[src/pkg/eth_func_regs.vh]
// Constants for the USB Ethernet function with wake logic
`ifndef ETH_FUNC_REGS_VH
`define ETH_FUNC_REGS_VH
`define CLK_MHZ 100
`define SUSP_TIME_US 3000
`define PAUSE_BITS 512
`define RATE100_MBPS 100
`define RATE10_MBPS 10
`define SYNC_N 6
`define SY_LINK 0
`define SY_ACT 1
`define SY_SPWR 2
`define SY_POLR 3
`define SY_SPD 4
`define SY_FDX 5
`define RT_DEV_IN 8'h80
`define RT_IF_IN 8'h81
`define RT_EP_IN 8'h82
`define RT_DEV_OUT 8'h00
`define RT_EP_OUT 8'h02
`define RT_CLS_OUT 8'h21
`define RT_CLS_IN 8'ha1
`define RT_VND_IN 8'hc0
`define RQ_GET_STAT 8'h00
`define RQ_CLR_FEAT 8'h01
`define RQ_SET_FEAT 8'h03
`define RQ_SET_ADDR 8'h05
`define RQ_GET_CFG 8'h08
`define RQ_SET_CFG 8'h09
`define RQ_MCAST 8'h40
`define RQ_PKT_FLT 8'h43
`define RQ_STAT 8'h44
`define RQ_CHIP_ID 8'hff
`define FEAT_RWAKE 16'h0001
`define ADDR_MAX 16'h007f
`define CFG_MAX 16'h0001
`define PF_PROMISC 0
`define PF_ALLMC 1
`define PF_DIRECT 2
`define PF_BCAST 3
`define PF_MCAST 4
`define PF_RESET 16'h001c
`define MC_N 4
`define MC_AW 2
`define MAC_BYTES 16'h0006
`define STAT_TX_OK 16'h0001
`define STAT_RX_OK 16'h0002
`define STAT_RX_CRC 16'h0012
`define LEN_STAT 3'h2
`define LEN_CFG 3'h1
`define LEN_CNT 3'h4
`define LEN_ID 3'h6
`define CRC_POLY 32'hedb88320
`define CRC_INIT 32'hffffffff
`define CRC_RESID 32'hdebb20e3
`define MAGIC_FF 8'hff
`define MAGIC_NFF 3'h6
`define MAGIC_REPS 4'hf
`define BCAST_DA 48'hffffffffffff
`define PAUSE_DA 48'h0180c2000001
`define PAUSE_TAG 32'h88080001
`define HDR_END 11'h012
`define DA_END 11'h006
`define FCS_DLY 11'h004
`define IP_START 11'h00e
`define IDX_MAX 11'h7ff
`define FIFO_W 9
`define FIFO_D 16
`define FIFO_AW 4
`endif

[src/hdl/fifo_sync.v]
// Synchronous FIFO with valid/ready on both sides
`timescale 1ns/100ps
module fifo_sync #(
  parameter W  = 9,
  parameter D  = 16,
  parameter AW = 4
) (
  // Clock and reset
  input  wire         clk_i,
  input  wire         rstn_i,
  input  wire         ce_i,
  // Fill side
  input  wire         in_vld_i,
  input  wire [W-1:0] in_data_i,
  output reg          in_rdy_o,
  // Drain side
  output reg          out_vld_o,
  output wire [W-1:0] out_data_o,
  input  wire         out_rdy_i
);
  reg  [W-1:0] mem [0:D-1];
  reg  [AW-1:0] wp_r;
  reg  [AW-1:0] rp_r;
  reg  [AW:0]   cnt_r;
  wire          push = in_vld_i & in_rdy_o;
  wire          pop  = out_vld_o & out_rdy_i;
  wire [AW:0]   cnt_nxt = cnt_r + {{AW{1'b0}}, push} - {{AW{1'b0}}, pop};
  wire [AW:0]   depth = D[AW:0];

  assign out_data_o = mem[rp_r];

  always @(posedge clk_i) begin
    if (ce_i && push) begin
      mem[wp_r] <= in_data_i;
    end
  end

  always @(posedge clk_i or negedge rstn_i) begin
    if (!rstn_i) begin
      wp_r      <= {AW{1'b0}};
      rp_r      <= {AW{1'b0}};
      cnt_r     <= {(AW+1){1'b0}};
      in_rdy_o  <= 1'b0;
      out_vld_o <= 1'b0;
    end else if (ce_i) begin
      if (push) begin
        wp_r <= wp_r + 1'b1;
      end
      if (pop) begin
        rp_r <= rp_r + 1'b1;
      end
      cnt_r     <= cnt_nxt;
      in_rdy_o  <= (cnt_nxt != depth);
      out_vld_o <= (cnt_nxt != {(AW+1){1'b0}});
    end
  end
endmodule

[src/hdl/eth_func_wake.v]
// Ethernet function: MAC datapath, filtering, control requests, suspend and wake
`timescale 1ns/100ps
`include "eth_func_regs.vh"
module eth_func_wake #(
  parameter [18:0] SUSP_CYC     = `SUSP_TIME_US * `CLK_MHZ,
  parameter [12:0] PAUSE_SLOT10 = `PAUSE_BITS * `CLK_MHZ / `RATE10_MBPS,
  // Arbitrary identification value
  parameter [47:0] CHIP_ID      = 48'h000100020003
) (
  // Clock and reset
  input  wire        clk_i,
  input  wire        rstn_i,
  input  wire        ce_i,
  // Asynchronous pins and straps
  input  wire        link_up_i,
  input  wire        bus_act_i,
  input  wire        self_pwr_i,
  input  wire        pol_rev_i,
  input  wire        an_spd100_i,
  input  wire        an_fdx_i,
  // Static configuration
  input  wire [47:0] mac_addr_i,
  input  wire        pause_honor_i,
  // Control endpoint
  input  wire        setup_vld_i,
  input  wire [7:0]  bm_req_type_i,
  input  wire [7:0]  b_req_i,
  input  wire [15:0] w_value_i,
  input  wire [15:0] w_length_i,
  input  wire        ctl_wvld_i,
  input  wire [7:0]  ctl_wdata_i,
  output reg         ctl_done_o,
  output reg         ctl_stall_o,
  output reg  [47:0] ctl_rdata_o,
  output reg  [2:0]  ctl_rlen_o,
  output reg  [6:0]  dev_addr_o,
  output reg         cfg_o,
  // Transmit from host
  input  wire        tx_vld_i,
  input  wire [7:0]  tx_data_i,
  input  wire        tx_last_i,
  output wire        tx_rdy_o,
  // Transmit to PHY
  output reg         tx_en_o,
  output reg  [7:0]  tx_data_o,
  input  wire        tx_ack_i,
  // Receive from PHY
  input  wire        rx_dv_i,
  input  wire [7:0]  rx_data_i,
  // Receive results
  output reg         rx_acc_o,
  output reg         rx_err_o,
  output reg  [15:0] rx_csum_o,
  // PHY control and power state
  output reg         speed100_o,
  output reg         full_dup_o,
  output reg         pol_fix_o,
  output reg         mdix_en_o,
  output reg         phy_pwr_o,
  output reg         suspend_o,
  output reg         resume_o,
  output reg         rwake_o
);
  localparam [1:0] T_IDLE = 2'd0;
  localparam [1:0] T_DATA = 2'd1;
  localparam [1:0] T_FCS  = 2'd2;
  localparam       C_IDLE = 1'b0;
  localparam       C_MC   = 1'b1;
  localparam [12:0] SLOT100 = `PAUSE_BITS * `CLK_MHZ / `RATE100_MBPS;

  function [31:0] crc_byte;
    input [31:0] c;
    input [7:0]  d;
    integer      i;
    reg   [31:0] r;
    begin
      r = c;
      for (i = 0; i < 8; i = i + 1) begin
        r = (r[0] ^ d[i]) ? ((r >> 1) ^ `CRC_POLY) : (r >> 1);
      end
      crc_byte = r;
    end
  endfunction

  // Pin synchronisers, three stages, change taken when stages two and three agree
  wire [`SYNC_N-1:0] pin_a = {an_fdx_i, an_spd100_i, pol_rev_i, self_pwr_i, bus_act_i, link_up_i};
  wire [`SYNC_N-1:0] pin_s;
  genvar g;
  generate
    for (g = 0; g < `SYNC_N; g = g + 1) begin : g_sync
      reg s1;
      reg s2;
      reg s3;
      reg sc;
      always @(posedge clk_i or negedge rstn_i) begin
        if (!rstn_i) begin
          s1 <= 1'b0;
          s2 <= 1'b0;
          s3 <= 1'b0;
          sc <= 1'b0;
        end else if (ce_i) begin
          s1 <= pin_a[g];
          s2 <= s1;
          s3 <= s2;
          if (s2 == s3) begin
            sc <= s3;
          end
        end
      end
      assign pin_s[g] = sc;
    end
  endgenerate
  wire link_s = pin_s[`SY_LINK];
  wire act_s  = pin_s[`SY_ACT];
  wire spwr_s = pin_s[`SY_SPWR];

  // Transmit buffer in on-chip memory
  wire [8:0] fo_data;
  wire       fo_vld;
  wire       fo_rdy;
  fifo_sync #(.W(`FIFO_W), .D(`FIFO_D), .AW(`FIFO_AW)) u_txq (
    .clk_i      (clk_i),
    .rstn_i     (rstn_i),
    .ce_i       (ce_i),
    .in_vld_i   (tx_vld_i),
    .in_data_i  ({tx_last_i, tx_data_i}),
    .in_rdy_o   (tx_rdy_o),
    .out_vld_o  (fo_vld),
    .out_data_o (fo_data),
    .out_rdy_i  (fo_rdy)
  );

  // Multicast table
  reg [47:0]      mc_tab [0:`MC_N-1];
  reg [15:0]      mc_cnt_r;
  reg [47:0]      mc_sh_r;
  reg [2:0]       mc_b_r;
  reg [`MC_AW-1:0] mc_e_r;
  reg             ctl_st_r;
  reg [15:0]      pf_r;
  wire [47:0]     mc_word = {mc_sh_r[39:0], ctl_wdata_i};
  wire            mc_wr = ctl_st_r == C_MC && ctl_wvld_i && mc_b_r == 3'd5;
  always @(posedge clk_i) begin
    if (ce_i && mc_wr) begin
      mc_tab[mc_e_r] <= mc_word;
    end
  end

  // Receive state
  reg         rx_dv_d;
  reg [10:0]  idx_r;
  reg [31:0]  rcrc_r;
  reg [47:0]  da_r;
  reg [47:0]  hdr_r;
  reg [31:0]  dly_r;
  reg [7:0]   hi_r;
  reg [15:0]  sum_r;
  reg [2:0]   mg_ff_r;
  reg [2:0]   mg_b_r;
  reg [3:0]   mg_n_r;
  reg         mg_hit_r;
  reg [31:0]  st_tx_r;
  reg [31:0]  st_rx_r;
  reg [31:0]  st_crc_r;
  reg [15:0]  pq_r;
  reg [12:0]  slot_r;
  reg         magic_ev;

  wire [`MC_N-1:0] mc_hit;
  generate
    for (g = 0; g < `MC_N; g = g + 1) begin : g_mc
      assign mc_hit[g] = (g < mc_cnt_r) && (mc_tab[g] == da_r);
    end
  endgenerate

  wire        is_bc  = da_r == `BCAST_DA;
  wire        is_mc  = da_r[40] & ~is_bc;
  wire        da_ok  = pf_r[`PF_PROMISC] |
                       (pf_r[`PF_DIRECT] & (da_r == mac_addr_i)) |
                       (pf_r[`PF_BCAST] & is_bc) |
                       (is_mc & (pf_r[`PF_ALLMC] | (pf_r[`PF_MCAST] & (|mc_hit))));
  wire        rx_end = rx_dv_d & ~rx_dv_i;
  wire        fcs_ok = rcrc_r == `CRC_RESID;
  wire [10:0] pos    = idx_r - `FCS_DLY;
  wire [16:0] sum_w  = {1'b0, sum_r} + {1'b0, hi_r, dly_r[31:24]};
  wire [7:0]  mac_b  = mac_addr_i[6'd47 - {mg_b_r, 3'b000} -: 8];
  wire        mg_arm = mg_ff_r == `MAGIC_NFF;

  always @(posedge clk_i or negedge rstn_i) begin
    if (!rstn_i) begin
      rx_dv_d  <= 1'b0;
      idx_r    <= 11'h000;
      rcrc_r   <= `CRC_INIT;
      da_r     <= 48'h000000000000;
      hdr_r    <= 48'h000000000000;
      dly_r    <= 32'h00000000;
      hi_r     <= 8'h00;
      sum_r    <= 16'h0000;
      mg_ff_r  <= 3'h0;
      mg_b_r   <= 3'h0;
      mg_n_r   <= 4'h0;
      mg_hit_r <= 1'b0;
      rx_acc_o <= 1'b0;
      rx_err_o <= 1'b0;
      rx_csum_o <= 16'h0000;
      st_rx_r  <= 32'h00000000;
      st_crc_r <= 32'h00000000;
      magic_ev <= 1'b0;
    end else if (ce_i) begin
      rx_dv_d  <= rx_dv_i;
      rx_acc_o <= 1'b0;
      rx_err_o <= 1'b0;
      magic_ev <= 1'b0;
      if (rx_dv_i) begin
        rcrc_r <= crc_byte(rcrc_r, rx_data_i);
        dly_r  <= {dly_r[23:0], rx_data_i};
        if (idx_r != `IDX_MAX) begin
          idx_r <= idx_r + 11'h001;
        end
        if (idx_r < `DA_END) begin
          da_r <= {da_r[39:0], rx_data_i};
        end
        if (idx_r < `HDR_END) begin
          hdr_r <= {hdr_r[39:0], rx_data_i};
        end
        if (idx_r >= `FCS_DLY + `IP_START && idx_r != `IDX_MAX) begin
          if (!pos[0]) begin
            hi_r <= dly_r[31:24];
          end else begin
            sum_r <= sum_w[15:0] + {15'h0000, sum_w[16]};
          end
        end
        if (mg_arm && rx_data_i == mac_b) begin
          mg_b_r <= (mg_b_r == 3'd5) ? 3'd0 : mg_b_r + 3'd1;
          if (mg_b_r == 3'd5) begin
            mg_n_r <= mg_n_r + 4'h1;
            if (mg_n_r == `MAGIC_REPS) begin
              mg_hit_r <= 1'b1;
              mg_ff_r  <= 3'h0;
            end
          end
        end else if (rx_data_i == `MAGIC_FF) begin
          mg_b_r  <= 3'h0;
          mg_n_r  <= 4'h0;
          if (mg_b_r != 3'h0 || mg_n_r != 4'h0) begin
            mg_ff_r <= 3'h1;
          end else if (!mg_arm) begin
            mg_ff_r <= mg_ff_r + 3'h1;
          end
        end else begin
          mg_ff_r <= 3'h0;
          mg_b_r  <= 3'h0;
          mg_n_r  <= 4'h0;
        end
      end else begin
        idx_r    <= 11'h000;
        rcrc_r   <= `CRC_INIT;
        sum_r    <= 16'h0000;
        mg_ff_r  <= 3'h0;
        mg_b_r   <= 3'h0;
        mg_n_r   <= 4'h0;
        mg_hit_r <= 1'b0;
      end
      if (rx_end) begin
        rx_acc_o  <= fcs_ok & da_ok;
        rx_err_o  <= ~fcs_ok;
        rx_csum_o <= ~sum_r;
        magic_ev  <= fcs_ok & mg_hit_r;
        if (fcs_ok && da_ok) begin
          st_rx_r <= st_rx_r + 32'h00000001;
        end
        if (!fcs_ok) begin
          st_crc_r <= st_crc_r + 32'h00000001;
        end
      end
    end
  end

  // Pause timer from received pause frames
  wire [12:0] slot_len = speed100_o ? SLOT100 : PAUSE_SLOT10;
  wire        pause_rx = rx_end & fcs_ok & pause_honor_i & (da_r == `PAUSE_DA) &
                         (hdr_r[47:16] == `PAUSE_TAG);
  always @(posedge clk_i or negedge rstn_i) begin
    if (!rstn_i) begin
      pq_r   <= 16'h0000;
      slot_r <= 13'h0000;
    end else if (ce_i) begin
      if (pause_rx) begin
        pq_r   <= hdr_r[15:0];
        slot_r <= 13'h0000;
      end else if (pq_r != 16'h0000) begin
        if (slot_r == slot_len - 13'h0001) begin
          slot_r <= 13'h0000;
          pq_r   <= pq_r - 16'h0001;
        end else begin
          slot_r <= slot_r + 13'h0001;
        end
      end
    end
  end

  // Transmit engine with FCS append
  reg  [1:0]  tst_r;
  reg         tlast_r;
  reg  [31:0] tcrc_r;
  reg  [31:0] fcs_r;
  reg  [1:0]  fcs_n_r;
  wire [31:0] tcrc_n = crc_byte(tcrc_r, tx_data_o);
  wire        t_go   = fo_vld & link_s & (pq_r == 16'h0000);
  assign fo_rdy = (tst_r == T_IDLE && t_go) ||
                  (tst_r == T_DATA && fo_vld && !tlast_r && (!tx_en_o || tx_ack_i));
  always @(posedge clk_i or negedge rstn_i) begin
    if (!rstn_i) begin
      tst_r     <= T_IDLE;
      tlast_r   <= 1'b0;
      tcrc_r    <= `CRC_INIT;
      fcs_r     <= 32'h00000000;
      fcs_n_r   <= 2'h0;
      tx_en_o   <= 1'b0;
      tx_data_o <= 8'h00;
      st_tx_r   <= 32'h00000000;
    end else if (ce_i) begin
      case (tst_r)
        T_IDLE: begin
          tcrc_r <= `CRC_INIT;
          if (fo_rdy) begin
            tx_data_o <= fo_data[7:0];
            tlast_r   <= fo_data[8];
            tx_en_o   <= 1'b1;
            tst_r     <= T_DATA;
          end
        end
        T_DATA: begin
          if (tx_en_o && tx_ack_i) begin
            tcrc_r <= tcrc_n;
          end
          if (fo_rdy) begin
            tx_data_o <= fo_data[7:0];
            tlast_r   <= fo_data[8];
            tx_en_o   <= 1'b1;
          end else if (tx_en_o && tx_ack_i && tlast_r) begin
            fcs_r     <= ~tcrc_n;
            tx_data_o <= ~tcrc_n[7:0];
            fcs_n_r   <= 2'h0;
            tst_r     <= T_FCS;
          end else if (tx_en_o && tx_ack_i) begin
            tx_en_o <= 1'b0;
          end
        end
        T_FCS: begin
          if (tx_ack_i) begin
            fcs_n_r   <= fcs_n_r + 2'h1;
            fcs_r     <= {8'h00, fcs_r[31:8]};
            tx_data_o <= fcs_r[15:8];
            if (fcs_n_r == 2'h3) begin
              tx_en_o <= 1'b0;
              tst_r   <= T_IDLE;
              st_tx_r <= st_tx_r + 32'h00000001;
            end
          end
        end
        default: begin
          tst_r <= T_IDLE;
        end
      endcase
    end
  end

  // Control endpoint requests
  wire [15:0] req = {bm_req_type_i, b_req_i};
  always @(posedge clk_i or negedge rstn_i) begin
    if (!rstn_i) begin
      ctl_st_r    <= C_IDLE;
      ctl_done_o  <= 1'b0;
      ctl_stall_o <= 1'b0;
      ctl_rdata_o <= 48'h000000000000;
      ctl_rlen_o  <= 3'h0;
      dev_addr_o  <= 7'h00;
      cfg_o       <= 1'b0;
      rwake_o     <= 1'b0;
      pf_r        <= `PF_RESET;
      mc_cnt_r    <= 16'h0000;
      mc_sh_r     <= 48'h000000000000;
      mc_b_r      <= 3'h0;
      mc_e_r      <= {`MC_AW{1'b0}};
    end else if (ce_i) begin
      ctl_done_o  <= 1'b0;
      ctl_stall_o <= 1'b0;
      if (ctl_st_r == C_MC) begin
        if (ctl_wvld_i) begin
          mc_sh_r <= mc_word;
          mc_b_r  <= (mc_b_r == 3'd5) ? 3'd0 : mc_b_r + 3'd1;
          if (mc_wr) begin
            mc_e_r <= mc_e_r + 1'b1;
            if ({14'h0000, mc_e_r} == mc_cnt_r - 16'h0001) begin
              ctl_done_o <= 1'b1;
              ctl_st_r   <= C_IDLE;
            end
          end
        end
      end else if (setup_vld_i) begin
        ctl_rlen_o  <= 3'h0;
        ctl_rdata_o <= 48'h000000000000;
        ctl_done_o  <= 1'b1;
        case (req)
          {`RT_DEV_IN, `RQ_GET_STAT}: begin
            ctl_rdata_o <= {46'h000000000000, rwake_o, spwr_s};
            ctl_rlen_o  <= `LEN_STAT;
          end
          {`RT_IF_IN, `RQ_GET_STAT}, {`RT_EP_IN, `RQ_GET_STAT}: begin
            ctl_rlen_o <= `LEN_STAT;
          end
          {`RT_DEV_OUT, `RQ_CLR_FEAT}, {`RT_DEV_OUT, `RQ_SET_FEAT}: begin
            if (w_value_i == `FEAT_RWAKE) begin
              rwake_o <= (b_req_i == `RQ_SET_FEAT);
            end else begin
              ctl_done_o  <= 1'b0;
              ctl_stall_o <= 1'b1;
            end
          end
          {`RT_EP_OUT, `RQ_CLR_FEAT}, {`RT_EP_OUT, `RQ_SET_FEAT}: begin
            ctl_rlen_o <= 3'h0;
          end
          {`RT_DEV_OUT, `RQ_SET_ADDR}: begin
            if (w_value_i != 16'h0000 && w_value_i <= `ADDR_MAX) begin
              dev_addr_o <= w_value_i[6:0];
            end else begin
              ctl_done_o  <= 1'b0;
              ctl_stall_o <= 1'b1;
            end
          end
          {`RT_DEV_IN, `RQ_GET_CFG}: begin
            ctl_rdata_o <= {47'h000000000000, cfg_o};
            ctl_rlen_o  <= `LEN_CFG;
          end
          {`RT_DEV_OUT, `RQ_SET_CFG}: begin
            if (w_value_i <= `CFG_MAX) begin
              cfg_o <= w_value_i[0];
            end else begin
              ctl_done_o  <= 1'b0;
              ctl_stall_o <= 1'b1;
            end
          end
          {`RT_CLS_OUT, `RQ_MCAST}: begin
            if (w_value_i <= `MC_N && w_length_i == w_value_i * `MAC_BYTES) begin
              mc_cnt_r <= w_value_i;
              mc_b_r   <= 3'h0;
              mc_e_r   <= {`MC_AW{1'b0}};
              if (w_value_i != 16'h0000) begin
                ctl_done_o <= 1'b0;
                ctl_st_r   <= C_MC;
              end
            end else begin
              ctl_done_o  <= 1'b0;
              ctl_stall_o <= 1'b1;
            end
          end
          {`RT_CLS_OUT, `RQ_PKT_FLT}: begin
            pf_r <= w_value_i;
          end
          {`RT_CLS_IN, `RQ_STAT}: begin
            ctl_rlen_o <= `LEN_CNT;
            case (w_value_i)
              `STAT_TX_OK:  ctl_rdata_o <= {16'h0000, st_tx_r};
              `STAT_RX_OK:  ctl_rdata_o <= {16'h0000, st_rx_r};
              `STAT_RX_CRC: ctl_rdata_o <= {16'h0000, st_crc_r};
              default:      ctl_rdata_o <= 48'h000000000000;
            endcase
          end
          {`RT_VND_IN, `RQ_CHIP_ID}: begin
            ctl_rdata_o <= CHIP_ID;
            ctl_rlen_o  <= `LEN_ID;
          end
          default: begin
            ctl_done_o  <= 1'b0;
            ctl_stall_o <= 1'b1;
          end
        endcase
      end
    end
  end

  // PHY status, suspend and remote wake
  reg [18:0] idle_r;
  reg        link_ref_r;
  always @(posedge clk_i or negedge rstn_i) begin
    if (!rstn_i) begin
      idle_r     <= 19'h00000;
      link_ref_r <= 1'b0;
      suspend_o  <= 1'b0;
      resume_o   <= 1'b0;
      phy_pwr_o  <= 1'b1;
      speed100_o <= 1'b0;
      full_dup_o <= 1'b0;
      pol_fix_o  <= 1'b0;
      mdix_en_o  <= 1'b1;
    end else if (ce_i) begin
      speed100_o <= pin_s[`SY_SPD];
      full_dup_o <= pin_s[`SY_FDX];
      pol_fix_o  <= ~pin_s[`SY_SPD] & pin_s[`SY_POLR];
      mdix_en_o  <= 1'b1;
      phy_pwr_o  <= ~suspend_o | (spwr_s & rwake_o);
      if (act_s) begin
        idle_r    <= 19'h00000;
        suspend_o <= 1'b0;
        resume_o  <= 1'b0;
      end else if (!suspend_o) begin
        idle_r <= idle_r + 19'h00001;
        if (idle_r == SUSP_CYC - 19'h00001) begin
          suspend_o  <= 1'b1;
          link_ref_r <= link_s;
        end
      end else if (spwr_s && rwake_o && (magic_ev || link_s != link_ref_r)) begin
        resume_o <= 1'b1;
      end
    end
  end
endmodule

[config.mk]
export PLATFORM = sky130hd
export DESIGN_NAME = eth_func_wake
export DESIGN_NICKNAME = d
export VERILOG_FILES = /design/src/hdl/fifo_sync.v /design/src/hdl/eth_func_wake.v
export VERILOG_INCLUDE_DIRS = /design/src /design/src/pkg
export SDC_FILE = /design/constraint.sdc
export NUM_CORES = 2
export LEC_CHECK = 0
export ABC_AREA = 1
export ABC_CLOCK_PERIOD_IN_PS = 4100
export BUFFER_PORTS_ARGS = -buffer_cell sky130_fd_sc_hd__buf_4
export CAP_MARGIN = 20
export CORE_UTILIZATION = 30
export DETAILED_ROUTE_END_ITERATION = 8
export HOLD_SLACK_MARGIN = 0.05
export PLACE_DENSITY = 0.52
export SLEW_MARGIN = 0
export SYNTH_ARGS = -nofsm -noshare
export SYNTH_HDL_FRONTEND = slang
export SYNTH_SLANG_ARGS = --single-unit
[constraint.sdc]
create_clock -name clk_i -period 4.1 [get_ports clk_i]
set_clock_uncertainty 0.05 [all_clocks]
set_input_delay 0.615 -clock clk_i [delete_from_list [all_inputs] [get_ports clk_i]]
set_output_delay 0.615 -clock clk_i [all_outputs]
set_load 0.005 [all_outputs]
==> flow_summary.json <==
{
  "hold_viol_final": 0,
  "layout_common_cells": "nand2_1 (1491), inv_1 (619), dfrtp_1 (531)",
  "synth_warnings": 0,
  "final_area_um2": 56500,
  "rsz0062_at_grt": "no",
  "first_global_vias": 37400,
  "post_cts_buffers": 0,
  "synth_flop_cell": "dfrtp_1",
  "grt_pass1_wl_um": 235000,
  "place_ws_ns": 0.480,
  "switching_share_pct": 36.6,
  "rr_worst_depth": 23,
  "routed-via-count": 38700,
  "overflow": 0,
  "clock.fmax_mhz": 273,
  "slew_viol_final": 0,
  "dp.cells": 7863,
  "whs_ns": 0.105,
  "syn_to_final_growth_pct": 16.8,
  "final_cells": 8086,
  "cts-hold-fix-buffers": 11,
  "yosysTopAreaCell": "dfrtp_1",
  "mostFrequentLayoutCell": "nand2_1",
  "peakVddDrop_uv": 397,
  "avgRoutedWirePerCell_um": 19.2,
  "p_clk_share_pct": 31.6,
  "rows": 147,
  "endpoint_kind": "flop",
  "portBuffers": 216,
  "crit_type": "flop to flop",
  "antenna_left": 0,
  "critPathMaxFanout": 4,
  "cts_root_buf": "clkbuf_16",
  "cts_max_level": 3,
  "post_synth_num_cell_types": 66,
  "die_h_um": 404,
  "ios": 233,
  "critPathArrivalTime_ns": 4.22,
  "finalSetupViolations": 0,
  "insertion_delay_ns": 0.75,
  "syn_inst": 5612,
  "antenna_found_initial": 16,
  "nets": 6045,
  "dieArea_um2": 163000,
  "cts_buffers": 112,
  "fin_crit_ns": 3.66,
  "synthArstFlopShare_pct": 64.1,
  "core-area_um2": 160000,
  "leakage_nw": 25.0,
  "drc": 0,
  "combPwrFrac_pct": 31.3,
  "syn_area_per_cell_um2": 8.62,
  "finalCritPeriodShare_pct": 89.2,
  "outcome": "finished clean",
  "start_kind": "flop",
  "met2_usage_pct": 30.0,
  "wl_um": 155000,
  "finalPower_mw": 32.9,
  "hold_class": "input pin to flop",
  "min_path_cells": 3,
  "grtUsageMet1_pct": 26.2,
  "die_width_um": 404,
  "ys_ff_latch": 936,
  "cp.required_ns": 4.66,
  "synth_edf_count": 336,
  "cts_tree": "yes",
  "powerDensity_nw_per_um2": 582,
  "cts.reportedPaths.clkPinSlew_ns": 0.06,
  "internal_power_mw": 20.9,
  "hpwl_um": 114000,
  "dr.pass1.iters": 5,
  "maxCapViolCount": 0,
  "yosys-top-cells-area": "dfrtp_1 (28%), edfxtp_1 (21%), nand2_1 (12%), inv_1 (4.8%), o21ai_0 (4.8%)",
  "syn_area_um2": 48400,
  "drt_iter0_drc": 3202,
  "placed_area_um2": 52600,
  "fin_tns_setup_ns": 0,
  "p_sw_mw": 12.0,
  "synth_top_area_share_pct": 27.5,
  "start_util_pct": 30.2,
  "grt-busiest-layer": "met2",
  "p_seq_share_pct": 37.0,
  "cts_buffer_depth": 3,
  "grt_max_degree": 97,
  "use_met3_pct": 3.19,
  "post_cts_resize_count": 0,
  "drive_above_1_share_pct": 10.4,
  "yosysSeqAreaShare_pct": 52.1,
  "slew_headroom_pct": 34.9,
  "viasPerCell": 4.78,
  "final_core_util_pct": 35.2,
  "cts_sinks": 936,
  "gp_congestion": 0.919,
  "worstMarginPinSlew_ns": 0.976,
  "layout_setup_ws_ns": 0.442,
  "grtUsageTotal_pct": 18.9
}
-- logic make-up (layout without fill, tap and decap cells) --
logic type,Yosys count,after routing,share of synthesized area [%]
adders and majority gates,81,81,2.14
xor gates and xnor gates,402,402,7.48
other,2,22,0.0155
and+or+nand+nor,2506,2506,21.6
AOI/OAI and AO/OA,834,834,9.72
DFF,936,936,52.1
buffers and inverters,848,1142,6.87
muxes,3,3,0.0672
-- cells in the mapped netlist, drive strengths merged (3+ instances only) --
cell type,n
a32o,4
a21oi,122
nand2,1499
a22o,4
o31ai,10
nand4,132
clkbuf,131
o2111ai,6
o221a,7
clkinv,5
xor2,242
o21ai,475
o22ai,112
dfstp,68
or2,14
o221ai,11
a31oi,12
nor3,115
buf,85
ha,78
a21o,4
a22oi,18
fa,3
nor3b,9
nand3b,13
o21a,4
edfxtp,336
nand3,145
a211oi,4
xnor2,160
nor2,516
inv,627
a221oi,9
nor4,57
dfrtp,532
o211ai,26
o21bai,3
-- path summary, 6_finish.rpt --
kind	startpoint	end	slack, ns
setup / recovery	sum_r[0]$_DFFE_PN0P_	sum_r[12]$_DFFE_PN0P_	0.44
hold / removal	link_up_i	g_sync[0].s1$_DFFE_PN0P_	0.11
setup reg to reg	sum_r[0]$_DFFE_PN0P_	sum_r[12]$_DFFE_PN0P_	0.44
hold reg to reg	dly_r[7]$_DFFE_PN0P_	dly_r[15]$_DFFE_PN0P_	0.42
max in group asynchronous	rstn_i	tcrc_r[21]$_DFFE_PN1P_	2.54
min in group asynchronous	rstn_i	mc_sh_r[1]$_DFFE_PN0P_	0.46
-- power groups by stage --
stage	combinational (mW)	clock, mW	sequential [mW]
after floorplan	7.58	0	11.7
after global placement	10.2	0	12.3
after detailed placement	10.3	0	12.3
after CTS	10.3	10.7	12.2
after global routing	11.5	11.0	12.3
final	10.3	10.4	12.2
-- final cells by class --
class                   count  area (um2)
clock inverters            55         733
fillers                 16500      104000
flip-flops and latches    936       25200
inverters                 632        2370
well taps                2160        2700
clock buffers             151        3120
diodes                      6        15.0
multi-input cells        3842       20000
repair buffers            304        2420
-- flip-flops by register name, indices dropped and copies added (netlist names), 11 cells and up --
signal       cells
mc_tab         192
u_txq.mem      144
da_r            48
hdr_r           48
mc_sh_r         40
ctl_rdata_o     33
dly_r           32
rcrc_r          32
st_crc_r        32
st_rx_r         32
st_tx_r         32
tcrc_r          32
fcs_r           24
idle_r          19
mc_cnt_r        16
pq_r            16
rx_csum_o       16
sum_r           16
slot_r          13
idx_r           11
-- metal layers --
| metal | wire length, um | part of all wire (%) | vias up |
|---|---|---|---|
| met5 | 115 | 0.074 | - |
| met4 | 4280 | 2.8 | 18 |
| met3 | 8610 | 5.5 | 236 |
| met2 | 70700 | 46 | 955 |
| met1 | 71400 | 46 | 18600 |
| li1 | - | - | 18800 |
-- worst max-delay path, stage by stage, from the launching register on --
cell,delay (ns)
dfrtp_1,0.36
ha_1,0.22
fa_1,0.23
nand2_1,0.07
nand3_1,0.07
o21ai_1,0.11
o21ai_0,0.27
nand3_1,0.15
nand2_1,0.10
a21oi_1,0.07
o21bai_1,0.17
ha_1,0.19
ha_1,0.18
inv_1,0.05
nor2_1,0.10
nand2_1,0.09
nor2_1,0.11
nand2_1,0.08
nor2_1,0.21
nand3_1,0.14
nor2_1,0.24
nand4_1,0.12
nand2_1,0.08
o21ai_0,0.08
Note: power is estimated with default switching activity, not from simulation.
